$ cat src/pkg/adcr_pkg.sv
// Purpose: Shared constants and types for the attached device clock/reset control
// Assumes: System clock of 200 MHz; all times converted to cycles here
// Notes: Long counts are defaults for top-level parameters so simulation can shorten them
package adcr_pkg;

	// System clock rate in kHz, used to turn times into cycle counts
	localparam int unsigned ADCR_CLK_KHZ = 200000;

	// Longest wait before the attached clock stops after suspend, per link type
	localparam int unsigned ADCR_HS_STOP_WAIT_MS = 50;
	localparam int unsigned ADCR_SS_STOP_WAIT_MS = 50;
	// Cycles from suspend seen to clock held low come off the wait, so the stop stays in the limit
	localparam int unsigned ADCR_STOP_LAT_CYC = 2;
	localparam int unsigned ADCR_HS_STOP_WAIT_CYC = ADCR_HS_STOP_WAIT_MS * ADCR_CLK_KHZ
		- ADCR_STOP_LAT_CYC;
	localparam int unsigned ADCR_SS_STOP_WAIT_CYC = ADCR_SS_STOP_WAIT_MS * ADCR_CLK_KHZ
		- ADCR_STOP_LAT_CYC;

	// Reset to the attached device ends this long after its clock starts (limit is 30 ms)
	localparam int unsigned ADCR_CLK_TO_RST_END_LIMIT_MS = 30;
	localparam int unsigned ADCR_RST_HOLD_US = 100;
	localparam int unsigned ADCR_RST_HOLD_CYC = (ADCR_RST_HOLD_US * ADCR_CLK_KHZ) / 1000;

	// Half period of the attached clock in system cycles
	localparam logic [7:0] ADCR_CLK_HALF_CYC = 8'h04;

	// Codes of the attached device type input
	localparam logic [1:0] ADCR_DEV_HS = 2'h0;
	localparam logic [1:0] ADCR_DEV_SS = 2'h1;
	localparam logic [1:0] ADCR_DEV_SS_HUB = 2'h2;

	// Values after reset
	localparam logic [31:0] ADCR_CNT_RST = 32'h0000_0000;
	localparam logic [7:0] ADCR_DIV_RST = 8'h00;

	// Control sequence states
	typedef enum logic [2:0] {
		ADCR_ST_POR,
		ADCR_ST_WARM,
		ADCR_ST_RUN,
		ADCR_ST_WAIT,
		ADCR_ST_STOP
	} adcr_state_e;

endpackage

$ cat src/pkg/adcr_tmr_if.sv
// Purpose: Control and status of one interval timer
// Assumes: Single clock domain shared by both ends
// Notes: Clear takes priority over run inside the timer
`timescale 1ns/1ps
`default_nettype none
interface adcr_tmr_if;
	logic run; // Count while high
	logic clr; // Restart count from zero
	logic done; // Interval elapsed
	modport ctl (output run, output clr, input done);
	modport tmr (input run, input clr, output done);
endinterface
`default_nettype wire

$ cat src/hdl/adcr_timer.sv
// Purpose: Interval timer that flags when a cycle limit is reached
// Assumes: Limit of at least one cycle
// Notes: Count saturates at the limit so done stays high until cleared
`timescale 1ns/1ps
`default_nettype none
module adcr_timer
	import adcr_pkg::*;
#(
	parameter int unsigned LIMIT = 1
) (
	input wire logic clk_sys_i, // System clock
	input wire logic nrst_i, // Async reset, active low
	adcr_tmr_if.tmr tmr // Timer control and status
);
	logic [31:0] cnt_q;
	logic [31:0] cnt_d;
	localparam logic [31:0] LIMIT_W = LIMIT[31:0];

	// Clear wins; count only until the limit to avoid wrapping
	always_comb begin
		cnt_d = cnt_q;
		if (tmr.clr) begin
			cnt_d = ADCR_CNT_RST;
		end else if (tmr.run && (cnt_q < LIMIT_W)) begin
			cnt_d = cnt_q + 32'h0000_0001;
		end
	end

	always_ff @(posedge clk_sys_i or negedge nrst_i) begin
		if (!nrst_i) begin
			cnt_q <= ADCR_CNT_RST;
		end else begin
			cnt_q <= cnt_d;
		end
	end

	assign tmr.done = (cnt_q >= LIMIT_W) && !tmr.clr;
endmodule
`default_nettype wire

$ cat src/hdl/adcr_top.sv
// Purpose: Reset and clock output control for a non-removable device on port 1
// Assumes: All link status inputs are synchronous to clk_sys_i
// Notes: Attached clock is a divided system clock; its pin may carry suspend status instead
`timescale 1ns/1ps
`default_nettype none
//
// Operation
// (RULE_01) Reset source holds power-on reset at least 10 ms after supplies settle.
// (RULE_02) Attached clock starts within 300 us after the reset phase ends.
// (RULE_03) Reset output to attached device ends within 30 ms of clock start.
// (RULE_04) One pin carries either attached clock or suspend status, selected.
// (RULE_05) Clock stops on suspend only when the stop setting is enabled.
// (RULE_06) USB 2.0 attached device: stop clock after suspend wait, at most 50 ms.
// (RULE_07) USB 3.0 non-hub device: stop clock after suspend wait, at most 50 ms.
// (RULE_08) USB 3.0 hub: stop only after both suspend waits elapsed.
// (RULE_09) USB 2.0 resume during the wait cancels the pending stop.
// (RULE_10) USB 3.0 U3 exit during the wait cancels the pending stop.
// (RULE_11) Restart stopped clock within 1 ms of USB 2.0 port resume.
// (RULE_12) Restart within 1 ms after USB 2.0 port leaves suspend.
// (RULE_13) Restart within 1 ms after USB 2.0 upstream leaves suspend.
// (RULE_14) Restart within 1 ms of USB 3.0 port U3 exit.
// (RULE_15) Restart within 1 ms after USB 3.0 port leaves suspend.
// (RULE_16) Restart triggers are chosen by attached device type.
// (RULE_17) System clock source supplies 24 MHz, 100 ppm, 40 to 60 percent duty. Wait counts here assume a 200 MHz system clock.
// (RULE_18) Wait timers count system clocks and clear on cancel or restart.
// (RULE_19) During power-on reset clock stays stopped and reset output asserted.
module adcr_top
	import adcr_pkg::*;
#(
	parameter int unsigned HS_STOP_WAIT_CYC = ADCR_HS_STOP_WAIT_CYC,
	parameter int unsigned SS_STOP_WAIT_CYC = ADCR_SS_STOP_WAIT_CYC,
	parameter int unsigned RST_HOLD_CYC = ADCR_RST_HOLD_CYC
) (
	input wire logic clk_sys_i, // System clock
	input wire logic nrst_i, // Power-on reset, active low
	input wire logic [1:0] dev_type_i, // Attached device type code
	input wire logic pin_sel_clk_i, // 1: pin carries clock, 0: suspend status
	input wire logic clk_stop_en_i, // Nonvolatile setting allowing clock stop
	input wire logic suspend_indicator_i, // Hub suspend status to show on pin
	input wire logic hs_port_susp_i, // USB 2.0 port 1 suspended level
	input wire logic ss_port_susp_i, // USB 3.0 port 1 in U3 level
	input wire logic upstream_susp_i, // USB 2.0 upstream suspended level
	input wire logic hs_resume_i, // Pulse: resume sent or seen on USB 2.0 port 1
	input wire logic ss_u3_exit_i, // Pulse: U3 exit sent or seen on USB 3.0 port 1
	output logic attached_dev_clock_out_o, // Shared clock / suspend pin
	output logic attached_dev_reset_out_n_o, // Reset to attached device, active low
	output logic clk_running_o // Attached clock is toggling
);
	adcr_state_e state_q;
	adcr_state_e state_d;
	logic [7:0] div_q;
	logic [7:0] div_d;
	logic clk_q;
	logic clk_d;
	logic pin_q;
	logic pin_d;
	logic rst_n_q;
	logic rst_n_d;
	logic cancel_q;
	logic cancel_d;
	logic hs_susp_prev_q;
	logic ss_susp_prev_q;
	logic up_susp_prev_q;
	logic is_hs;
	logic is_ss;
	logic is_hub;
	logic use_hs;
	logic use_ss;
	logic susp_now;
	logic wait_done;
	logic cancel_evt;
	logic restart_evt;
	logic clk_on;

	adcr_tmr_if rst_tmr ();
	adcr_tmr_if hs_tmr ();
	adcr_tmr_if ss_tmr ();

	// Reset hold after clock start
	adcr_timer #(.LIMIT(RST_HOLD_CYC)) u_rst_tmr (
		.clk_sys_i(clk_sys_i),
		.nrst_i(nrst_i),
		.tmr(rst_tmr)
	);

	// USB 2.0 suspend wait
	adcr_timer #(.LIMIT(HS_STOP_WAIT_CYC)) u_hs_tmr (
		.clk_sys_i(clk_sys_i),
		.nrst_i(nrst_i),
		.tmr(hs_tmr)
	);

	// USB 3.0 suspend wait
	adcr_timer #(.LIMIT(SS_STOP_WAIT_CYC)) u_ss_tmr (
		.clk_sys_i(clk_sys_i),
		.nrst_i(nrst_i),
		.tmr(ss_tmr)
	);

	// Device type decides which link sides matter; unknown codes act as a hub
	always_comb begin
		is_hs = (dev_type_i == ADCR_DEV_HS);
		is_ss = (dev_type_i == ADCR_DEV_SS);
		is_hub = !is_hs && !is_ss;
		use_hs = is_hs || is_hub; // see (RULE_16)
		use_ss = is_ss || is_hub; // see (RULE_16)
	end

	// Suspend condition and combined wait completion
	always_comb begin
		if (is_hub) begin
			susp_now = hs_port_susp_i && ss_port_susp_i;
			wait_done = hs_tmr.done && ss_tmr.done; // see (RULE_08)
		end else if (is_ss) begin
			susp_now = ss_port_susp_i;
			wait_done = ss_tmr.done; // see (RULE_07)
		end else begin
			susp_now = hs_port_susp_i;
			wait_done = hs_tmr.done; // see (RULE_06)
		end
	end

	// Cancel and restart events, filtered by device type
	always_comb begin
		cancel_evt = (use_hs && hs_resume_i) // see (RULE_09)
			|| (use_ss && ss_u3_exit_i); // see (RULE_10)
		restart_evt = (use_hs && hs_resume_i) // see (RULE_11)
			|| (use_hs && hs_susp_prev_q && !hs_port_susp_i) // see (RULE_12)
			|| (use_hs && up_susp_prev_q && !upstream_susp_i) // see (RULE_13)
			|| (use_ss && ss_u3_exit_i) // see (RULE_14)
			|| (use_ss && ss_susp_prev_q && !ss_port_susp_i); // see (RULE_15)
	end

	// Timer control; any cancel or restart clears the waits
	always_comb begin
		rst_tmr.run = (state_q == ADCR_ST_WARM);
		rst_tmr.clr = (state_q != ADCR_ST_WARM);
		hs_tmr.run = (state_q == ADCR_ST_WAIT) && hs_port_susp_i;
		ss_tmr.run = (state_q == ADCR_ST_WAIT) && ss_port_susp_i;
		hs_tmr.clr = (state_q != ADCR_ST_WAIT) || cancel_evt || restart_evt; // see (RULE_18)
		ss_tmr.clr = (state_q != ADCR_ST_WAIT) || cancel_evt || restart_evt; // see (RULE_18)
	end

	// Sequence next state; cancel latch blocks a new wait until suspend ends
	always_comb begin
		state_d = state_q;
		rst_n_d = rst_n_q;
		cancel_d = cancel_q;
		if (!susp_now) begin
			cancel_d = 1'b0;
		end
		case (state_q)
			ADCR_ST_POR: begin
				state_d = ADCR_ST_WARM; // see (RULE_02)
			end
			ADCR_ST_WARM: begin
				if (rst_tmr.done) begin
					rst_n_d = 1'b1; // see (RULE_03)
					state_d = ADCR_ST_RUN;
				end
			end
			ADCR_ST_RUN: begin
				if (clk_stop_en_i && susp_now && !cancel_q) begin // see (RULE_05)
					state_d = ADCR_ST_WAIT;
				end
			end
			ADCR_ST_WAIT: begin
				if (cancel_evt || restart_evt) begin
					cancel_d = 1'b1; // see (RULE_09)
					state_d = ADCR_ST_RUN;
				end else if (!clk_stop_en_i || !susp_now) begin
					state_d = ADCR_ST_RUN;
				end else if (wait_done) begin
					state_d = ADCR_ST_STOP;
				end
			end
			ADCR_ST_STOP: begin
				if (restart_evt || !clk_stop_en_i) begin
					cancel_d = 1'b1; // Keep running if still suspended
					state_d = ADCR_ST_RUN;
				end
			end
			default: begin
				state_d = ADCR_ST_POR;
			end
		endcase
	end

	// Clock divider; stopping resets the phase so restart begins low
	always_comb begin
		clk_on = (state_d == ADCR_ST_WARM) || (state_d == ADCR_ST_RUN)
			|| (state_d == ADCR_ST_WAIT);
		div_d = div_q;
		clk_d = clk_q;
		if (!clk_on) begin
			div_d = ADCR_DIV_RST;
			clk_d = 1'b0;
		end else if (div_q >= (ADCR_CLK_HALF_CYC - 8'h01)) begin
			div_d = ADCR_DIV_RST;
			clk_d = !clk_q;
		end else begin
			div_d = div_q + 8'h01;
		end
		pin_d = pin_sel_clk_i ? clk_d : suspend_indicator_i; // see (RULE_04)
	end

	// All state held in reset while power-on reset is low
	always_ff @(posedge clk_sys_i or negedge nrst_i) begin
		if (!nrst_i) begin
			state_q <= ADCR_ST_POR; // see (RULE_19)
			rst_n_q <= 1'b0; // see (RULE_19)
			clk_q <= 1'b0;
			div_q <= ADCR_DIV_RST;
			pin_q <= 1'b0;
			cancel_q <= 1'b0;
			hs_susp_prev_q <= 1'b0;
			ss_susp_prev_q <= 1'b0;
			up_susp_prev_q <= 1'b0;
		end else begin
			state_q <= state_d;
			rst_n_q <= rst_n_d;
			clk_q <= clk_d;
			div_q <= div_d;
			pin_q <= pin_d;
			cancel_q <= cancel_d;
			hs_susp_prev_q <= hs_port_susp_i;
			ss_susp_prev_q <= ss_port_susp_i;
			up_susp_prev_q <= upstream_susp_i;
		end
	end

	assign attached_dev_clock_out_o = pin_q;
	assign attached_dev_reset_out_n_o = rst_n_q;
	assign clk_running_o = (state_q == ADCR_ST_WARM) || (state_q == ADCR_ST_RUN)
		|| (state_q == ADCR_ST_WAIT);
endmodule
`default_nettype wire

$ cat config.mk
export PLATFORM = sky130hd
export DESIGN_NAME = adcr_top
export DESIGN_NICKNAME = d
export VERILOG_FILES = /design/src/pkg/adcr_pkg.sv /design/src/pkg/adcr_tmr_if.sv /design/src/hdl/adcr_timer.sv /design/src/hdl/adcr_top.sv
export SDC_FILE = /design/constraint.sdc
export NUM_CORES = 1
export LEC_CHECK = 0
export ABC_AREA = 1
export ABC_CLOCK_PERIOD_IN_PS = 2400
export BUFFER_PORTS_ARGS = -buffer_cell sky130_fd_sc_hd__buf_4
export CORE_MARGIN = 3
export CORE_UTILIZATION = 49
export CTS_BUF_LIST = sky130_fd_sc_hd__clkbuf_8
export CTS_CLUSTER_DIAMETER = 50
export CTS_CLUSTER_SIZE = 25
export DETAILED_ROUTE_END_ITERATION = 8
export GPL_TIMING_DRIVEN = 0
export SKIP_LAST_GASP = 1
export SLEW_MARGIN = 20
export SYNTH_ARGS = -nofsm -noshare
export SYNTH_HDL_FRONTEND = slang
export SYNTH_SLANG_ARGS = --single-unit
$ cat constraint.sdc
create_clock -name clk_sys_i -period 2.4 [get_ports clk_sys_i]
set_clock_uncertainty 0.2 [all_clocks]
set_input_delay 0.24 -clock clk_sys_i [delete_from_list [all_inputs] [get_ports clk_sys_i]]
set_output_delay 0.24 -clock clk_sys_i [all_outputs]
set_load 0.05 [all_outputs]
Word-level counts from Yosys, hierarchy flattened
Index checks and enable logic that the tools add are counted.
W data, S select, Z words.
- register bits: 114
- output and inout bits: 3
- add/subtract/negate cells: 4
- order comparisons: 7
- equality and inequality tests: 10
- mux-type cells: 26
- reduce and logical (&&, ||, !) cells: 54
- operator list (cell ; count):
    $mux W32 ; 6
    $add A32 B1 Y32 const B ; 3
    $ge A32 B24 Y1 const B ; 2
    $lt A32 B24 Y1 const B ; 2
    $ge A32 B15 Y1 const B ; 1
    $lt A32 B15 Y1 const B ; 1
    $logic_and A1 B1 Y1 ; 21
    $mux W3 ; 6
    $logic_or A1 B1 Y1 ; 16
    $mux W8 ; 2
    $pmux W3 S5 ; 1
    $eq A3 B2 Y1 const B ; 4
    $logic_not A1 Y1 ; 11
    $mux W1 ; 10
    $add A8 B1 Y8 const B ; 1
    $ge A8 B2 Y1 const B ; 1
    $eq A3 B1 Y1 const B ; 2
    $reduce_bool A2 Y1 ; 3
    $eq A3 B3 Y1 const B ; 1
    $logic_not A3 Y1 ; 1
    $ne A3 B1 Y1 const B ; 1
    $ne A3 B2 Y1 const B ; 1
    $eq A2 B1 Y1 const B ; 1
    $logic_not A2 Y1 ; 1
    other kinds (2) ; 2

Logic depth before layout (Yosys ltp)
- depth after elaboration: 24
- depth in mapped cells: 16
- mapped depth without buffers: 16

Cells and area by module
Synthesis repeated with hierarchy kept, for this count alone.
- cells, all modules: 999
- area total of the unflattened synthesis: 6886.6 um^2
- by module, submodules not included (module ; times used ; cells an instance ; area each (um^2)):
    adcr_timer at u_hs_tmr ; 1 ; 327 ; 2132.0
    adcr_timer at u_ss_tmr ; 1 ; 332 ; 2132.0
    adcr_timer at u_rst_tmr ; 1 ; 232 ; 1712.9
    adcr_top ; 1 ; 108 ; 909.6

Worst setup path before layout
OpenSTA, ideal clock, no wires.
- kind: flip-flop to flip-flop
- from: register u_ss_tmr.cnt_q[28]
- to: register u_ss_tmr.cnt_q[19]
- library setup time: 0.117 ns
- arrival time: 1.562 ns
- setup slack: 0.521 ns
- stages on the path, launching flop included: 15
- period minus slack after synthesis: 1.879 ns
- cell sequence: dfrtp_1 -> nor2_1 -> nand2_1 -> nor2_2 -> o21ai_1 -> nor2_2 -> nand2_2 -> nor2_4 -> nand2_4 -> nor2_8 -> nand2_4 -> nor2_4 -> nand2_1 -> nand2_1 -> nor2_1
- word-level cells in the longest chain between the ends: 3
- RTL lines (what ; RTL line ; RTL):
    from (decl) ; adcr_timer.sv:15 ; logic [31:0] cnt_q;
    from (signal assigned) ; adcr_timer.sv:33 ; cnt_q <= cnt_d;
    $lt A32 B24 Y1 ; adcr_timer.sv:24 ; end else if (tmr.run && (cnt_q < LIMIT_W)) begin
    $logic_and A1 B1 Y1 ; adcr_timer.sv:24 ;
    $reduce_bool A2 Y1 (no line) ; - ;
No other way between the ends.
A chain may end at the register's enable or synchronous reset.

Final worst setup path
- from: register u_ss_tmr.cnt_q[31]
- to: register u_ss_tmr.cnt_q[6]
Same word-level chain as after synthesis.

==> results.py <==
metrics = {
    "drt": {
        "antenna_left": 0,
        "totalWireLength_mm": 13.5,
        "drc": 0,
        "routedWlPerCell_microns": 13.8,
        "vias": 5118,
        "routed_via_density": 5.25,
        "drtIter0Drc": 400,
        "firstDrtPassIters": 5,
    },
    "yosys": {
        "syn_inst": 770,
        "yosysMostFrequentCell": "nand2_1",
        "synthFlopType": "dfrtp_1",
        "synth_cell_types": 39,
        "ys_seq_elements": 114,
        "syn_avg_cell_area_sq_um": 7.83,
        "synth-edff-count": 0,
        "syn_area_sq_um": 6030,
        "synth_warnings": 0,
        "synth-async-reset-ratio_pct": 100,
        "netlist.area_leader.share_pct": 47.3,
        "yosys-top-cells-area": "dfrtp_1 47%, nand2_1 8.3%, nor2_1 8.1%",
        "synth_area_leader_cell": "dfrtp_1",
        "ys_top_cells_by_count": "134 x nand2_1, 130 x nor2_1, 115 x inv_1, 114 x dfrtp_1, 51 x nand3_1",
        "yosysSeqAreaShare_pct": 47.3,
    },
    "timing": {
        "drv_slew": 0,
        "finalHoldViolations": 0,
        "worstMarginPinSlew_ns": 0.557,
        "min_period_ns": 2.25,
        "setup_tns_ns": 0,
        "slew_headroom_pct": 62.5,
        "rsz0062_at_grt": "true",
        "setup_viol": 0,
        "min_period_over_period_pct": 93.8,
        "clock.fmax_mhz": 444,
    },
    "layout": {
        "n_fill_cell": 1112,
        "instances_no_fill": 975,
        "antenna_cells": 0,
        "drive_above_1_share_pct": 11.4,
        "area_growth_syn_to_layout_pct": 14.1,
        "final_nets": 838,
    },
    "pwr": {
        "pwr_density_cell_nw_per_um2": 623,
        "p_leak_nw": 2.97,
        "peakVddDrop_mv": 0.696,
    },
    "setup_path": {
        "worstPathMaxFanout": 6,
        "end_kind": "flip-flop",
        "worstSetupPathType": "reg2reg",
        "required_ns": 2.50,
        "crit_arrival_ns": 2.35,
        "reg2reg_depth": 10,
        "startpoint_type": "flip-flop",
    },
    "floorplanning": {
        "start_util_pct": 51.5,
        "dieArea_sq_um": 13700,
        "fp.dieW_microns": 117,
        "ios": 15,
        "core_sq_um": 11700,
        "die_h_microns": 117,
        "placementRows": 39,
    },
    "run": {
        "maxCapViolCount": 0,
    },
    "global_routing": {
        "grt_usage_pct": 21.7,
        "first_global_vias": 4936,
        "grt_antenna_before_repair": 0,
        "grt_start_max_net_pins": 63,
        "grt_pass1_wl_mm": 23.2,
        "grt-ovfl-total": 0,
    },
    "place": {
        "hpwl_mm": 9.81,
        "numPortBuffers": 14,
        "dp.cells": 933,
        "gp_congestion": 0.841,
    },
    "outcome": {
        "status": "completed",
    },
    "min_path": {
        "hold_path_class": "in2async",
    },
    "clock_tree": {
        "clk_latency_ns": 0.44,
        "cts_buffers": 17,
        "clockBufferDepth": 2,
        "cts_sinks": 114,
        "clkTransAtPathRegs_ns": 0.07,
        "cts_tree": "done",
        "h-tree-depth": 4,
        "root_buffer": "clkbuf_8",
    },
}
critical path, stage by stage, from the launching register on:
cell and delay [ns]:
dfrtp_1 0.39, nor2_2 0.20, nand2_1 0.10, nor2_2 0.13
o21ai_1 0.09, nor2_2 0.17, nand2_2 0.09, nor2_4 0.17
inv_2 0.11, o31ai_1 0.32, a21boi_0 0.15
power breakdown:
| part | internal (mW) | switching [mW] | total (mW) |
|---|---|---|---|
| sequential | 1.99 | 0.0411 | 2.03 |
| clock | 0.974 | 0.807 | 1.78 |
| combinational | 0.144 | 0.334 | 0.478 |
worst paths after layout:
check / end / slack (ns) / start
max reg2reg: u_ss_tmr.cnt_q[6] / 0.15 / u_ss_tmr.cnt_q[31]
min: u_ss_tmr.cnt_q[18] / 0.11 / nrst_i
max in group asynchronous: u_hs_tmr.cnt_q[0] / 1.23 / nrst_i
max: u_ss_tmr.cnt_q[6] / 0.15 / u_ss_tmr.cnt_q[31]
min reg2reg: div_q[0] / 0.24 / div_q[0]
min in group clk_sys_i: state_q[2] / 0.15 / ss_u3_exit_i
cell type report:
| cell class | instances | area, sq um | area share (%) |
|---|---|---|---|
| buffer | 12 | 75.1 | 1.09 |
| clock inverter | 13 | 135 | 1.97 |
| multi-input combinational | 530 | 2690 | 39.2 |
| timing repair buffer | 25 | 231 | 3.37 |
| inverter | 119 | 447 | 6.50 |
| clock buffer | 19 | 262 | 3.80 |
| sequential | 114 | 2850 | 41.5 |
| tap | 143 | 179 | 2.60 |
cell usage in the layout, fill, tap and decap left out, types with 4 or more instances in the layout:
cell           instances
inv_1                116
dlygate4sd3_1          8
inv_2                  4
nand4_1               22
buf_6                  4
nor3_1                30
nor4_1                 8
a21oi_1               25
nor2_2                 9
nand3_1               51
buf_4                 15
ha_1                   7
clkbuf_8              19
clkinvlp_4             4
nand2_1              134
nand2_2                8
o31ai_1               16
o21ai_0               28
dfrtp_1              114
nor2_1               127
xor2_1                18
conb_1                 6
o21ai_1                7
nor3_2                 4
kinds of logic after synthesis:
| group | synth area share, % |
|---|---|
| flip-flops | 47.3 |
| AO/OA/AOI/OAI | 8.55 |
| other | 0.0622 |
| AND/OR/NAND/NOR | 31.0 |
| buffers and inverters | 8.59 |
| adder cells (fa/ha/maj) | 1.45 |
| XOR/XNOR | 3.05 |
per-stage QoR:
| step | utilization (%) | hold WS (ns) | instance area (sq um) | worst slack (ns) | power, mW |
|---|---|---|---|---|---|
| after global routing | 58.7 | 0.133 | 6880 | -0.0532 | 4.50 |
| after floorplan | - | -0.256 | 6050 | 0.521 | 2.36 |
| after CTS | 58.4 | 0.118 | 6840 | 0.0241 | 4.34 |
| after global placement | 54.0 | 0.160 | 6330 | 0.0861 | 2.52 |
| final | 58.7 | 0.108 | 6880 | 0.148 | 4.29 |
| after detailed placement | 54.3 | 0.0195 | 6360 | 0.111 | 2.53 |
state kept, by name (all words and copies together), names as in the netlist, 3 cells and up:
name and cells:
u_hs_tmr.cnt_q 32, u_rst_tmr.cnt_q 32, u_ss_tmr.cnt_q 32, div_q 8, state_q 3
layer usage:
metal  vias up  routed length (microns)  track usage, %  share of wire (%)
met5         -                        0               0                  0
met2       127                     6020            32.4                 45
met4         0                      190            5.73                1.4
met3        21                      734            6.74                5.4
met1      2381                     6540            30.8                 49
li1       2589                        -               -                  -
repair_timing:
item                       CTS  global route
gates resized for setup      0            11
setup endpoints to repair    0            34
hold endpoints to repair   119             0
setup buffers                0             2
hold buffers                 8             0
(Power assumes the default switching activity.)
